## src/design/tcc_unit_regs.vh

```
// Register map, field positions and reset values of the timer capture/compare unit.
// Assumes a 32-bit APB with byte addresses; the registers use the low byte only.
`ifndef TCC_UNIT_REGS_VH
`define TCC_UNIT_REGS_VH

// Address width of the register window.
`define TCC_ADDR_W 8
// Capture value halves: channel n sits at base + n * stride.
`define TCC_CAP_HIGH_BASE 8'h00
`define TCC_CAP_LOW_BASE 8'h04
// Compare value halves: channel n sits at base + n * stride.
`define TCC_CMP_HIGH_BASE 8'h10
`define TCC_CMP_LOW_BASE 8'h14
`define TCC_CH_STRIDE 8'h08
// Status and control registers.
`define TCC_STATUS_ADDR 8'h20
`define TCC_CTRL_ONE_ADDR 8'h24
`define TCC_CTRL_TWO_ADDR 8'h28

// Status register fields.
`define TCC_SR_CAPF_LSB 0
`define TCC_SR_CMPF_LSB 2
`define TCC_SR_OVF_BIT 4
// Control register one fields.
`define TCC_CR1_CAP_IE_BIT 0
`define TCC_CR1_CMP_IE_BIT 1
`define TCC_CR1_EDGE_LSB 2
`define TCC_CR1_LEVEL_LSB 4
// Control register two fields.
`define TCC_CR2_PIN_EN_LSB 0

// Reset values.
`define TCC_CMP_RESET 16'h8000
`define TCC_CR1_RESET 8'h00
`define TCC_CR2_RESET 8'h00

`endif

```

## src/design/tcc_unit.v

```verilog
// Timer capture/compare unit: two capture and two compare channels on a 16-bit counter.
// Assumes the surrounding timer supplies the counter, its tick and the mode selects,
// and that software reaches the byte-wide registers over APB.
`timescale 1ns/1ps
`default_nettype none
`include "tcc_unit_regs.vh"

// Functional notes
// - Active capture edge copies counter into capture register.
// - Capture registers read-only, high and low halves.
// - Per-channel edge select picks rising or falling.
// - One capture interrupt enable covers both channels.
// - Capture sets flag, holds counter at edge.
// - Capture interrupt needs enable and clear mask.
// - Capture flag clears: status read, then low access.
// - High byte read blocks captures until low read.
// - Capture register always holds the latest capture.
// - Captures and compares work at the same time.
// - One pulse or PWM: only channel two captures.
// - Capture pins always reach logic unless blocked.
// - Variant without channel two: flag zero, no registers.
// - Both compare values checked every timer tick.
// - Compare registers software owned, reset to 8000h.
// - Compare match sets the channel compare flag, except flag one in one pulse and both in PWM.
// - Match drives programmed level; pin low in reset.
// - Compare interrupt needs enable and clear mask.
// - Pin enable clear: no level, interrupt still possible.
// - Compare flag clears: status read, then low access.
// - High write suspends compare until low write.
// - Flag and pin update while counter equals value.
module tcc_unit #(
  parameter HAS_CAPTURE_TWO = 1,
  parameter CNT_W = 16
) (
  // Clock and reset.
  input wire ref_clk,
  input wire reset,
  // APB slave.
  input wire [`TCC_ADDR_W-1:0] paddr,
  input wire psel,
  input wire penable,
  input wire pwrite,
  input wire [31:0] pwdata,
  output reg [31:0] prdata,
  output reg pready,
  output reg pslverr,
  // Surrounding timer.
  input wire [CNT_W-1:0] counter_value,
  input wire timer_tick,
  input wire one_pulse_select,
  input wire pwm_select,
  input wire counter_overflow_flag,
  input wire irq_mask,
  output reg timer_irq,
  // Pins.
  input wire capture_pin_one,
  input wire capture_pin_two,
  output reg compare_output_pin_one,
  output reg compare_output_pin_two,
  output reg compare_pin_enable_one,
  output reg compare_pin_enable_two
);

  // Control registers and derived status.
  reg [7:0] control_reg_one;
  reg [7:0] control_reg_two;
  wire [1:0] capture_flag;
  wire [1:0] compare_flag;
  wire [7:0] timer_status_reg;
  wire capture_irq_enable;
  wire compare_irq_enable;
  wire special_mode;
  wire [1:0] cap_pin_raw;
  wire [1:0] cmp_level_out;
  wire [1:0] cmp_level_hit;

  // Bus phases: the access completes on the edge where pready is high.
  wire bus_access;
  wire bus_done;
  wire wr_done;
  wire rd_done;
  reg [31:0] next_prdata;
  reg next_err;

  // Bus strobes, control fields and the status byte as software sees it.
  assign bus_access = psel & penable;
  assign bus_done = bus_access & pready;
  assign wr_done = bus_done & pwrite;
  assign rd_done = bus_done & ~pwrite;
  assign capture_irq_enable = control_reg_one[`TCC_CR1_CAP_IE_BIT];
  assign compare_irq_enable = control_reg_one[`TCC_CR1_CMP_IE_BIT];
  assign special_mode = one_pulse_select | pwm_select;
  assign cap_pin_raw = {capture_pin_two, capture_pin_one};
  assign timer_status_reg = {3'h0, counter_overflow_flag, compare_flag, capture_flag};

  // Per-channel capture and compare logic.
  genvar i;
  generate
    for (i = 0; i < 2; i = i + 1)
    begin : ch
      // Byte addresses of this channel's register halves, cut to the bus address width.
      localparam [31:0] CAP_HI_FULL = `TCC_CAP_HIGH_BASE + i * `TCC_CH_STRIDE;
      localparam [31:0] CAP_LO_FULL = `TCC_CAP_LOW_BASE + i * `TCC_CH_STRIDE;
      localparam [31:0] CMP_HI_FULL = `TCC_CMP_HIGH_BASE + i * `TCC_CH_STRIDE;
      localparam [31:0] CMP_LO_FULL = `TCC_CMP_LOW_BASE + i * `TCC_CH_STRIDE;
      localparam [7:0] CAP_HI = CAP_HI_FULL[7:0];
      localparam [7:0] CAP_LO = CAP_LO_FULL[7:0];
      localparam [7:0] CMP_HI = CMP_HI_FULL[7:0];
      localparam [7:0] CMP_LO = CMP_LO_FULL[7:0];
      localparam PRESENT = (i == 0) || (HAS_CAPTURE_TWO != 0);
      reg pin_meta;
      reg pin_sync;
      reg pin_prev;
      reg [CNT_W-1:0] cap_val;
      reg cap_flag;
      reg cap_armed;
      reg cap_locked;
      reg [CNT_W-1:0] cmp_val;
      reg cmp_flag;
      reg cmp_armed;
      reg cmp_suspended;
      wire edge_sel;
      wire cap_edge;
      wire cap_allowed;
      wire cap_event;
      wire cap_low_access;
      wire cmp_low_access;
      wire cmp_flag_allowed;
      wire cmp_hit;

      assign edge_sel = control_reg_one[`TCC_CR1_EDGE_LSB + i];
      // Rising when the select bit is set, falling otherwise.
      assign cap_edge = edge_sel ? (pin_sync & ~pin_prev) : (~pin_sync & pin_prev);
      // Channel one is taken over by the waveform modes.
      assign cap_allowed = PRESENT && !cap_locked && !(i == 0 && special_mode);
      assign cap_event = cap_edge & cap_allowed;
      // Clearing accesses count only on the completing edge of a transfer.
      assign cap_low_access = bus_done & (paddr == CAP_LO);
      assign cmp_low_access = bus_done & (paddr == CMP_LO);
      // One pulse blocks flag one; PWM blocks both.
      assign cmp_flag_allowed = !pwm_select && !(i == 0 && one_pulse_select);
      // Comparison runs on each timer tick while the value equals the counter.
      assign cmp_hit = timer_tick & ~cmp_suspended & (counter_value == cmp_val);

      // Pin synchroniser and edge history; the first stage feeds only the second.
      always @(posedge ref_clk or posedge reset)
      begin
        if (reset)
        begin
          pin_meta <= 1'b0;
          pin_sync <= 1'b0;
          pin_prev <= 1'b0;
        end
        else
        begin
          pin_meta <= cap_pin_raw[i];
          pin_sync <= pin_meta;
          pin_prev <= pin_sync;
        end
      end

      // Capture register, flag, clear handshake and high-byte lock.
      always @(posedge ref_clk or posedge reset)
      begin
        if (reset)
        begin
          cap_val <= {CNT_W{1'b0}};
          cap_flag <= 1'b0;
          cap_armed <= 1'b0;
          cap_locked <= 1'b0;
        end
        else
        begin
          if (cap_event)
            cap_val <= counter_value;
          // A capture in the same cycle as the clearing access wins, so no event is lost.
          if (cap_event)
            cap_flag <= 1'b1;
          else if (cap_low_access && cap_armed)
            cap_flag <= 1'b0;
          if (cap_low_access)
            cap_armed <= 1'b0;
          else if (rd_done && paddr == `TCC_STATUS_ADDR && cap_flag)
            cap_armed <= 1'b1;
          // The lock is taken by a high-byte read and dropped by the matching low-byte read.
          if (rd_done && paddr == CAP_HI)
            cap_locked <= 1'b1;
          else if (rd_done && paddr == CAP_LO)
            cap_locked <= 1'b0;
        end
      end

      // Compare register, flag, clear handshake and write suspension.
      always @(posedge ref_clk or posedge reset)
      begin
        if (reset)
        begin
          cmp_val <= `TCC_CMP_RESET;
          cmp_flag <= 1'b0;
          cmp_armed <= 1'b0;
          cmp_suspended <= 1'b0;
        end
        else
        begin
          // A high-byte write holds comparisons off, so a half-written value never matches.
          if (wr_done && paddr == CMP_HI)
          begin
            cmp_val[CNT_W-1:8] <= pwdata[CNT_W-9:0];
            cmp_suspended <= 1'b1;
          end
          if (wr_done && paddr == CMP_LO)
          begin
            cmp_val[7:0] <= pwdata[7:0];
            cmp_suspended <= 1'b0;
          end
          // A match in the same cycle as the clearing access wins over the clear.
          if (cmp_hit && cmp_flag_allowed)
            cmp_flag <= 1'b1;
          else if (cmp_low_access && cmp_armed)
            cmp_flag <= 1'b0;
          if (cmp_low_access)
            cmp_armed <= 1'b0;
          else if (rd_done && paddr == `TCC_STATUS_ADDR && cmp_flag)
            cmp_armed <= 1'b1;
        end
      end

      // A missing second capture channel shows a flag that never sets.
      assign capture_flag[i] = PRESENT ? cap_flag : 1'b0;
      assign compare_flag[i] = cmp_flag;
      assign cmp_level_hit[i] = cmp_hit & control_reg_two[`TCC_CR2_PIN_EN_LSB + i];
      assign cmp_level_out[i] = control_reg_one[`TCC_CR1_LEVEL_LSB + i];
    end
  endgenerate

  // Control registers written by software.
  always @(posedge ref_clk or posedge reset)
  begin
    if (reset)
    begin
      control_reg_one <= `TCC_CR1_RESET;
      control_reg_two <= `TCC_CR2_RESET;
    end
    else
    begin
      if (wr_done && paddr == `TCC_CTRL_ONE_ADDR)
        control_reg_one <= pwdata[7:0];
      if (wr_done && paddr == `TCC_CTRL_TWO_ADDR)
        control_reg_two <= pwdata[7:0];
    end
  end

  // Compare pins take the programmed level on a match; the latches start low.
  // The enables are registered copies, so every top-level output leaves a flop.
  always @(posedge ref_clk or posedge reset)
  begin
    if (reset)
    begin
      compare_output_pin_one <= 1'b0;
      compare_output_pin_two <= 1'b0;
      compare_pin_enable_one <= 1'b0;
      compare_pin_enable_two <= 1'b0;
    end
    else
    begin
      if (cmp_level_hit[0])
        compare_output_pin_one <= cmp_level_out[0];
      if (cmp_level_hit[1])
        compare_output_pin_two <= cmp_level_out[1];
      compare_pin_enable_one <= control_reg_two[`TCC_CR2_PIN_EN_LSB];
      compare_pin_enable_two <= control_reg_two[`TCC_CR2_PIN_EN_LSB + 1];
    end
  end

  // Interrupt request stays pending while the global mask is set.
  // Flags are levels, so a masked request reappears as soon as the mask drops.
  always @(posedge ref_clk or posedge reset)
  begin
    if (reset)
      timer_irq <= 1'b0;
    else
      timer_irq <= ~irq_mask & ((capture_irq_enable & (|capture_flag))
        | (compare_irq_enable & (|compare_flag)));
  end

  // Read data and decode; capture halves are read-only, writes to them are dropped.
  // Read data is loaded one edge ahead of completion; side effects wait for that edge.
  always @*
  begin
    next_prdata = 32'h0000_0000;
    next_err = 1'b0;
    case (paddr)
      `TCC_CAP_HIGH_BASE:
        next_prdata[7:0] = ch[0].cap_val[CNT_W-1:8];
      `TCC_CAP_LOW_BASE:
        next_prdata[7:0] = ch[0].cap_val[7:0];
      `TCC_CAP_HIGH_BASE + `TCC_CH_STRIDE:
        next_prdata[7:0] = (HAS_CAPTURE_TWO != 0) ? ch[1].cap_val[CNT_W-1:8] : 8'h00;
      `TCC_CAP_LOW_BASE + `TCC_CH_STRIDE:
        next_prdata[7:0] = (HAS_CAPTURE_TWO != 0) ? ch[1].cap_val[7:0] : 8'h00;
      `TCC_CMP_HIGH_BASE:
        next_prdata[7:0] = ch[0].cmp_val[CNT_W-1:8];
      `TCC_CMP_LOW_BASE:
        next_prdata[7:0] = ch[0].cmp_val[7:0];
      `TCC_CMP_HIGH_BASE + `TCC_CH_STRIDE:
        next_prdata[7:0] = ch[1].cmp_val[CNT_W-1:8];
      `TCC_CMP_LOW_BASE + `TCC_CH_STRIDE:
        next_prdata[7:0] = ch[1].cmp_val[7:0];
      `TCC_STATUS_ADDR:
        next_prdata[7:0] = timer_status_reg;
      `TCC_CTRL_ONE_ADDR:
        next_prdata[7:0] = control_reg_one;
      `TCC_CTRL_TWO_ADDR:
        next_prdata[7:0] = control_reg_two;
      default:
        next_err = 1'b1;
    endcase
  end

  // APB handshake: one wait state, then pready for exactly one cycle.
  // Writes to read-only or status addresses finish normally; a write to a capture low half still counts as its flag-clearing access.
  always @(posedge ref_clk or posedge reset)
  begin
    if (reset)
    begin
      pready <= 1'b0;
      prdata <= 32'h0000_0000;
      pslverr <= 1'b0;
    end
    else if (bus_access && !pready)
    begin
      pready <= 1'b1;
      prdata <= pwrite ? 32'h0000_0000 : next_prdata;
      pslverr <= next_err;
    end
    else
    begin
      pready <= 1'b0;
      pslverr <= 1'b0;
    end
  end

endmodule // tcc_unit
`default_nettype wire

```

## config.mk

```make
export PLATFORM = sky130hd
export DESIGN_NAME = tcc_unit
export DESIGN_NICKNAME = d
export VERILOG_FILES = /design/src/design/tcc_unit.v
export VERILOG_INCLUDE_DIRS = /design/src /design/src/design
export SDC_FILE = /design/constraint.sdc
export NUM_CORES = 1
export LEC_CHECK = 0
export BUFFER_PORTS_ARGS = -buffer_cell sky130_fd_sc_hd__buf_4
export CAP_MARGIN = 10
export CORE_MARGIN = 2
export CORE_UTILIZATION = 42
export DETAILED_ROUTE_END_ITERATION = 6
export PLACE_DENSITY = 0.7
export SLEW_MARGIN = 10
export SYNTH_ARGS = -nofsm -noshare
export SYNTH_HDL_FRONTEND = slang
export SYNTH_SLANG_ARGS = --single-unit
```

## constraint.sdc

```tcl
create_clock -name ref_clk -period 3.3 [get_ports ref_clk]
set_input_delay 0.165 -clock ref_clk [delete_from_list [all_inputs] [get_ports ref_clk]]
set_output_delay 0.165 -clock ref_clk [all_outputs]
set_load 0.005 [all_outputs]
```

; ---- Word level (Yosys, flattened, before mapping)
; Index checks and enable logic that the tools add are counted.
[word_totals]
word_cells = 156
in_bits = 68
reg_bits = 137
output_inout_bits = 39
[classes]
muxes = 31
eq_ne = 12
n_reduce_logical = 46
n_bitwise = 33
[ops]
columns = cell, count
row1 = $pmux W8 S11, 1
row2 = $eq A16 B16 Y1, 2
row3 = $eq A8 B5 Y1 const B, 4
row4 = $mux W1, 29
row5 = $eq A8 B6 Y1 const B, 3
row6 = $logic_and A1 B1 Y1, 24
row7 = $reduce_bool A2 Y1, 12
row8 = $and A1 B1 Y1, 23
row9 = $eq A8 B4 Y1 const B, 2
row10 = $reduce_or A11 Y1, 1
row11 = $eq A8 B3 Y1 const B, 1
row12 = $logic_not A8 Y1, 1
row13 = $mux W8, 1
row14 = $not A1 Y1, 8
row15 = $logic_not A1 Y1, 6
row16 = $reduce_or A2 Y1, 2
row17 = $or A1 B1 Y1, 2

; ---- Logic depth before layout (Yosys ltp)
[depth]
word_depth = 7
depth_mapped = 8
depth_no_buf = 5

; ---- Worst setup path before layout
; OpenSTA, ideal clock, no wires.
[synth_path]
path_kind = input-to-reg
start = in paddr[4]
end = reg control_reg_one[0]
path_stages = 5
n_path_buf = 1
arrival_time_ns = 1.561
t_required_ns = 3.175
slack_ns = 1.614
path_cell_list = buf_4 -> nor4b_4 -> nand2_1 -> nor2_2 -> mux2_2
[synth_between]
elab_chain_cells = 2
[synth_lines]
columns = element, line
row1 = from (decl), tcc_unit.v:39  ; input wire [`TCC_ADDR_W-1:0] paddr,
row2 = $eq A8 B6 Y1, --
row3 = $logic_and A1 B1 Y1 (no source line), --
row4 = to (signal assigned), tcc_unit.v:241  ; control_reg_one <= `TCC_CR1_RESET;
row5 = to (signal assigned), tcc_unit.v:247  ; control_reg_one <= pwdata[7:0];
row6 = to (decl), tcc_unit.v:65  ; reg [7:0] control_reg_one;
; Every way passes these cells.
; A chain may end at the register's enable or synchronous reset.

; ---- Worst setup path after layout
[layout_path]
start = reg ch[0].cmp_val[3]
end = reg ch[0].cmp_flag
[layout_between]
elab_chain_cells = 4
word_cells_on_any_way = 5
[layout_lines]
columns = element, line
row1 = from (decl), tcc_unit.v:118  ; reg [CNT_W-1:0] cmp_val;
row2 = from (signal assigned), tcc_unit.v:198  ; cmp_val <= `TCC_CMP_RESET;
row3 = "from (signal, indexed assignment)", tcc_unit.v:208  ; cmp_val[CNT_W-1:8] <= pwdata[CNT_W-9:0];
row4 = from (signal assigned), tcc_unit.v:213  ; cmp_val[7:0] <= pwdata[7:0];
row5 = $eq A16 B16 Y1 *, tcc_unit.v:143  ; assign cmp_hit = timer_tick & ~cmp_suspended & (counter_value == cmp_val);
row6 = $and A1 B1 Y1 *, tcc_unit.v:143
row7 = $logic_and A1 B1 Y1 *, tcc_unit.v:217  ; if (cmp_hit && cmp_flag_allowed)
row8 = $mux W1 or $reduce_bool A2 Y1 (tied branches), --
row9 = to (signal assigned), tcc_unit.v:199  ; cmp_flag <= 1'b0;
row10 = to (signal assigned), tcc_unit.v:218  ; cmp_flag <= 1'b1;
row11 = to (signal assigned), tcc_unit.v:220  ; cmp_flag <= 1'b0;
row12 = to (decl), tcc_unit.v:119  ; reg cmp_flag;
; Mark *: on every way between the ends. The rest lies on a longest branch, timed or not.

==> impl_metrics.ini <==
[synthesis]
ys_warn_count = 0
ys_types = 49
async_flop_share_pct = 100
synth_top_area_cell = dfrtp_1
synth_ff_type = dfrtp_1
syn_inst = 454
ys_seq_area_share_pct = 50.5
synth_top_area_share_pct = 49.6
synth-seq-cells = 113
synth_edf_count = 0
synthesis.area_um2 = 5600
synth_area_leaders = dfrtp_1, mux2_2, xnor2_1
syn_avg_cell_area_um2 = 12.3

[layout]
drive_gt1_share_pct = 37.1
final_area_um2 = 6730
num_antenna_cells = 0
final_nets = 592
regArea_um2 = 2830
fillers = 1154
mostFrequentLayoutCell = dfrtp_1
multiInputGateArea_um2 = 2580
area_delta_synth_final_pct = 20.0
final_cell_mix = dfrtp_1, mux2_2, buf_4

[placed_design]
dpl.hpwl_mm = 9.83
portBuffers = 58
gp_congestion = 0.922
placed_area_um2 = 6100

[power]
p_int_mw = 2.78
seq_power_share_pct = 42.2
vdd_drop_max_mv = 0.410
clkPwrFrac_pct = 48.8
p_comb_share_pct = 9.0
leakagePower_nw = 2.97
powerDensity_nw_per_um2 = 533
netSwitchingPower_mw = 0.808
swShare_pct = 22.5

[hold_path]
holdCritPathClass = primary input to async pin

[route]
route.detailed.drc = 0
drt_iter0_drc = 290
drtPass1Iterations = 4
vias = 3888
wl_mm = 13.8
wl_per_cell_um = 19.4
antenna_left = 0
vias_per_cell = 5.48

[timing]
period_share_pct = 71.5
finalSetupViolations = 0
rsz0062_at_grt = no
fin_crit_ns = 2.36
hold_viol = 9
worst_pin_slew_ns = 1.02
max_clock_freq_ghz = 0.424
slew_headroom_pct = 32.3
finClkSkew_ns = 0.00670
finalMaxSlewViolations = 0
holdWs_ns = -0.0179
finalSetupTns_ns = 0

[global_routing]
met3_usage_pct = 5.04
grt_first_pass_wirelength_mm = 21.6
top_usage_layer = met2
grt_overflow_total = 0
gr-usage-met1_pct = 27.0
use_met2_pct = 31.9
antenna_found_initial = 0
grtUsageTotal_pct = 20.1
grt_max_degree = 83
grt_pass1_vias = 3969

[floorplan]
die-area_um2 = 14300
coreArea_um2 = 13100
fp.dieW_um = 120
row_count = 42
die_h_um = 120
initial_core_util_pct = 42.6
ios = 107

[critical_path]
r2r-end = ch[0].cmp_flag
rrSetupSlack_ns = 0.94
end_kind = flip-flop
reg2reg_depth = 6
cp_max_fo = 3
critical_path_class = flip-flop to flip-flop
worstPathArrival_ns = 2.70
reg2reg_from = ch[0].cmp_val[3]
startpoint_type = flip-flop
required_ns = 3.64

[clock_tree]
htreeDepth = 4
cts_buffer_depth = 2
insertion_delay_ns = 0.41
cts.sinks = 113
cts_tree = done
cts_inserted_buffers = 17
postCtsHoldBufs = 6
root_buffer = clkbuf_16
clk_pin_slew_ns = 0.05
cts-resized-gates = 0
cts_setup_buffers = 0

[outcome]
violations = hold timing
status = finished, violations left

[job]
cap_violations = 0
-- synthesized netlist by cell type, drive strengths merged, types with 6 or more instances --
master / instances
nand2: 27
nand3: 12
mux2i: 7
mux4: 8
nand4: 6
a22oi: 12
nor2: 24
xnor2: 30
buf: 37
a21oi: 16
dfrtp: 111
o21ai: 18
mux2: 88
-- how the worst max path moves through the flow --
stage / depth (start not counted) / endpoint / slack (ns) / startpoint
detailed placement: 5 / control_reg_one[4] / 0.95 / paddr[2]
CTS: 6 / ch[0].cmp_flag / 0.98 / ch[0].cmp_val[3]
global placement: 5 / control_reg_one[3] / 1.05 / paddr[2]
finish: 6 / ch[0].cmp_flag / 0.94 / ch[0].cmp_val[3]
global route: 6 / ch[0].cmp_flag / 0.88 / ch[0].cmp_val[3]
floorplan: 1 / ch[0].cap_armed / 0.15 / reset
-- flip-flops by register name, summed over array words and instances, names as in the netlist, 8 cells and up --
register         flops
ch.cap_val          32
ch.cmp_val          32
control_reg_two      8
prdata               8
control_reg_one      8
-- kinds of logic (layout without fill, tap and decap cells) --
logic type / Yosys count / after routing / share of synthesized area (%)
AOI/OAI and AO/OA: 63 / 63 / 7.08
xor gates and xnor gates: 32 / 32 / 5.00
buffers and inverters: 42 / 99 / 4.94
DFF: 113 / 113 / 50.5
muxes: 103 / 103 / 22.2
other: 1 / 24 / 0.0669
and+or+nand+nor: 100 / 100 / 10.3
-- layer usage --
layer	wire, um	vias to the layer above
met5	0	-
met4	184	0
met3	829	20
met2	6670	156
met1	6070	1979
li1	-	1733
-- power groups by stage --
| stage | Sequential, mW | Clock, mW | Combinational [mW] |
|---|---|---|---|
| final | 1.51 | 1.75 | 0.323 |
| after global routing | 1.52 | 1.83 | 0.351 |
| after CTS | 1.51 | 1.76 | 0.324 |
| after detailed placement | 1.53 | 0 | 0.317 |
| after global placement | 1.53 | 0 | 0.307 |
| after floorplan | 1.52 | 0 | 0.217 |
-- through the flow --
step	std cells	setup WS [ns]	hold slack, ns	total power, mW	util [%]
3_3_place_gp	675	1.05	0.277	1.83	46.5
2_1_floorplan	477	0.151	0.196	1.74	-
6_report	710	0.940	-0.0179	3.59	51.2
4_1_cts	710	0.982	0.0304	3.60	51.2
3_5_place_dp	675	0.949	0.275	1.85	46.5
5_1_grt	710	0.882	0.0318	3.70	51.2
-- final cells by class --
| type | instances | area share (%) |
|---|---|---|
| multi-input combinational | 322 | 38.4 |
| clock inverter | 6 | 1.23 |
| sequential | 113 | 42.1 |
| timing repair buffer | 67 | 7.70 |
| clock buffer | 23 | 7.11 |
| inverter | 3 | 0.205 |
| tap | 176 | 3.27 |
-- worst max-delay path, cell delays in order, from the launching register on --
cell           delay, ns
dfrtp_1             0.43
xnor2_1             0.24
nand4_1             0.13
nor4b_1             0.54
nand2_1             0.16
o31ai_1             0.21
dlygate4sd3_1       0.57
No activity file was read; power rests on OpenSTA's default activity.
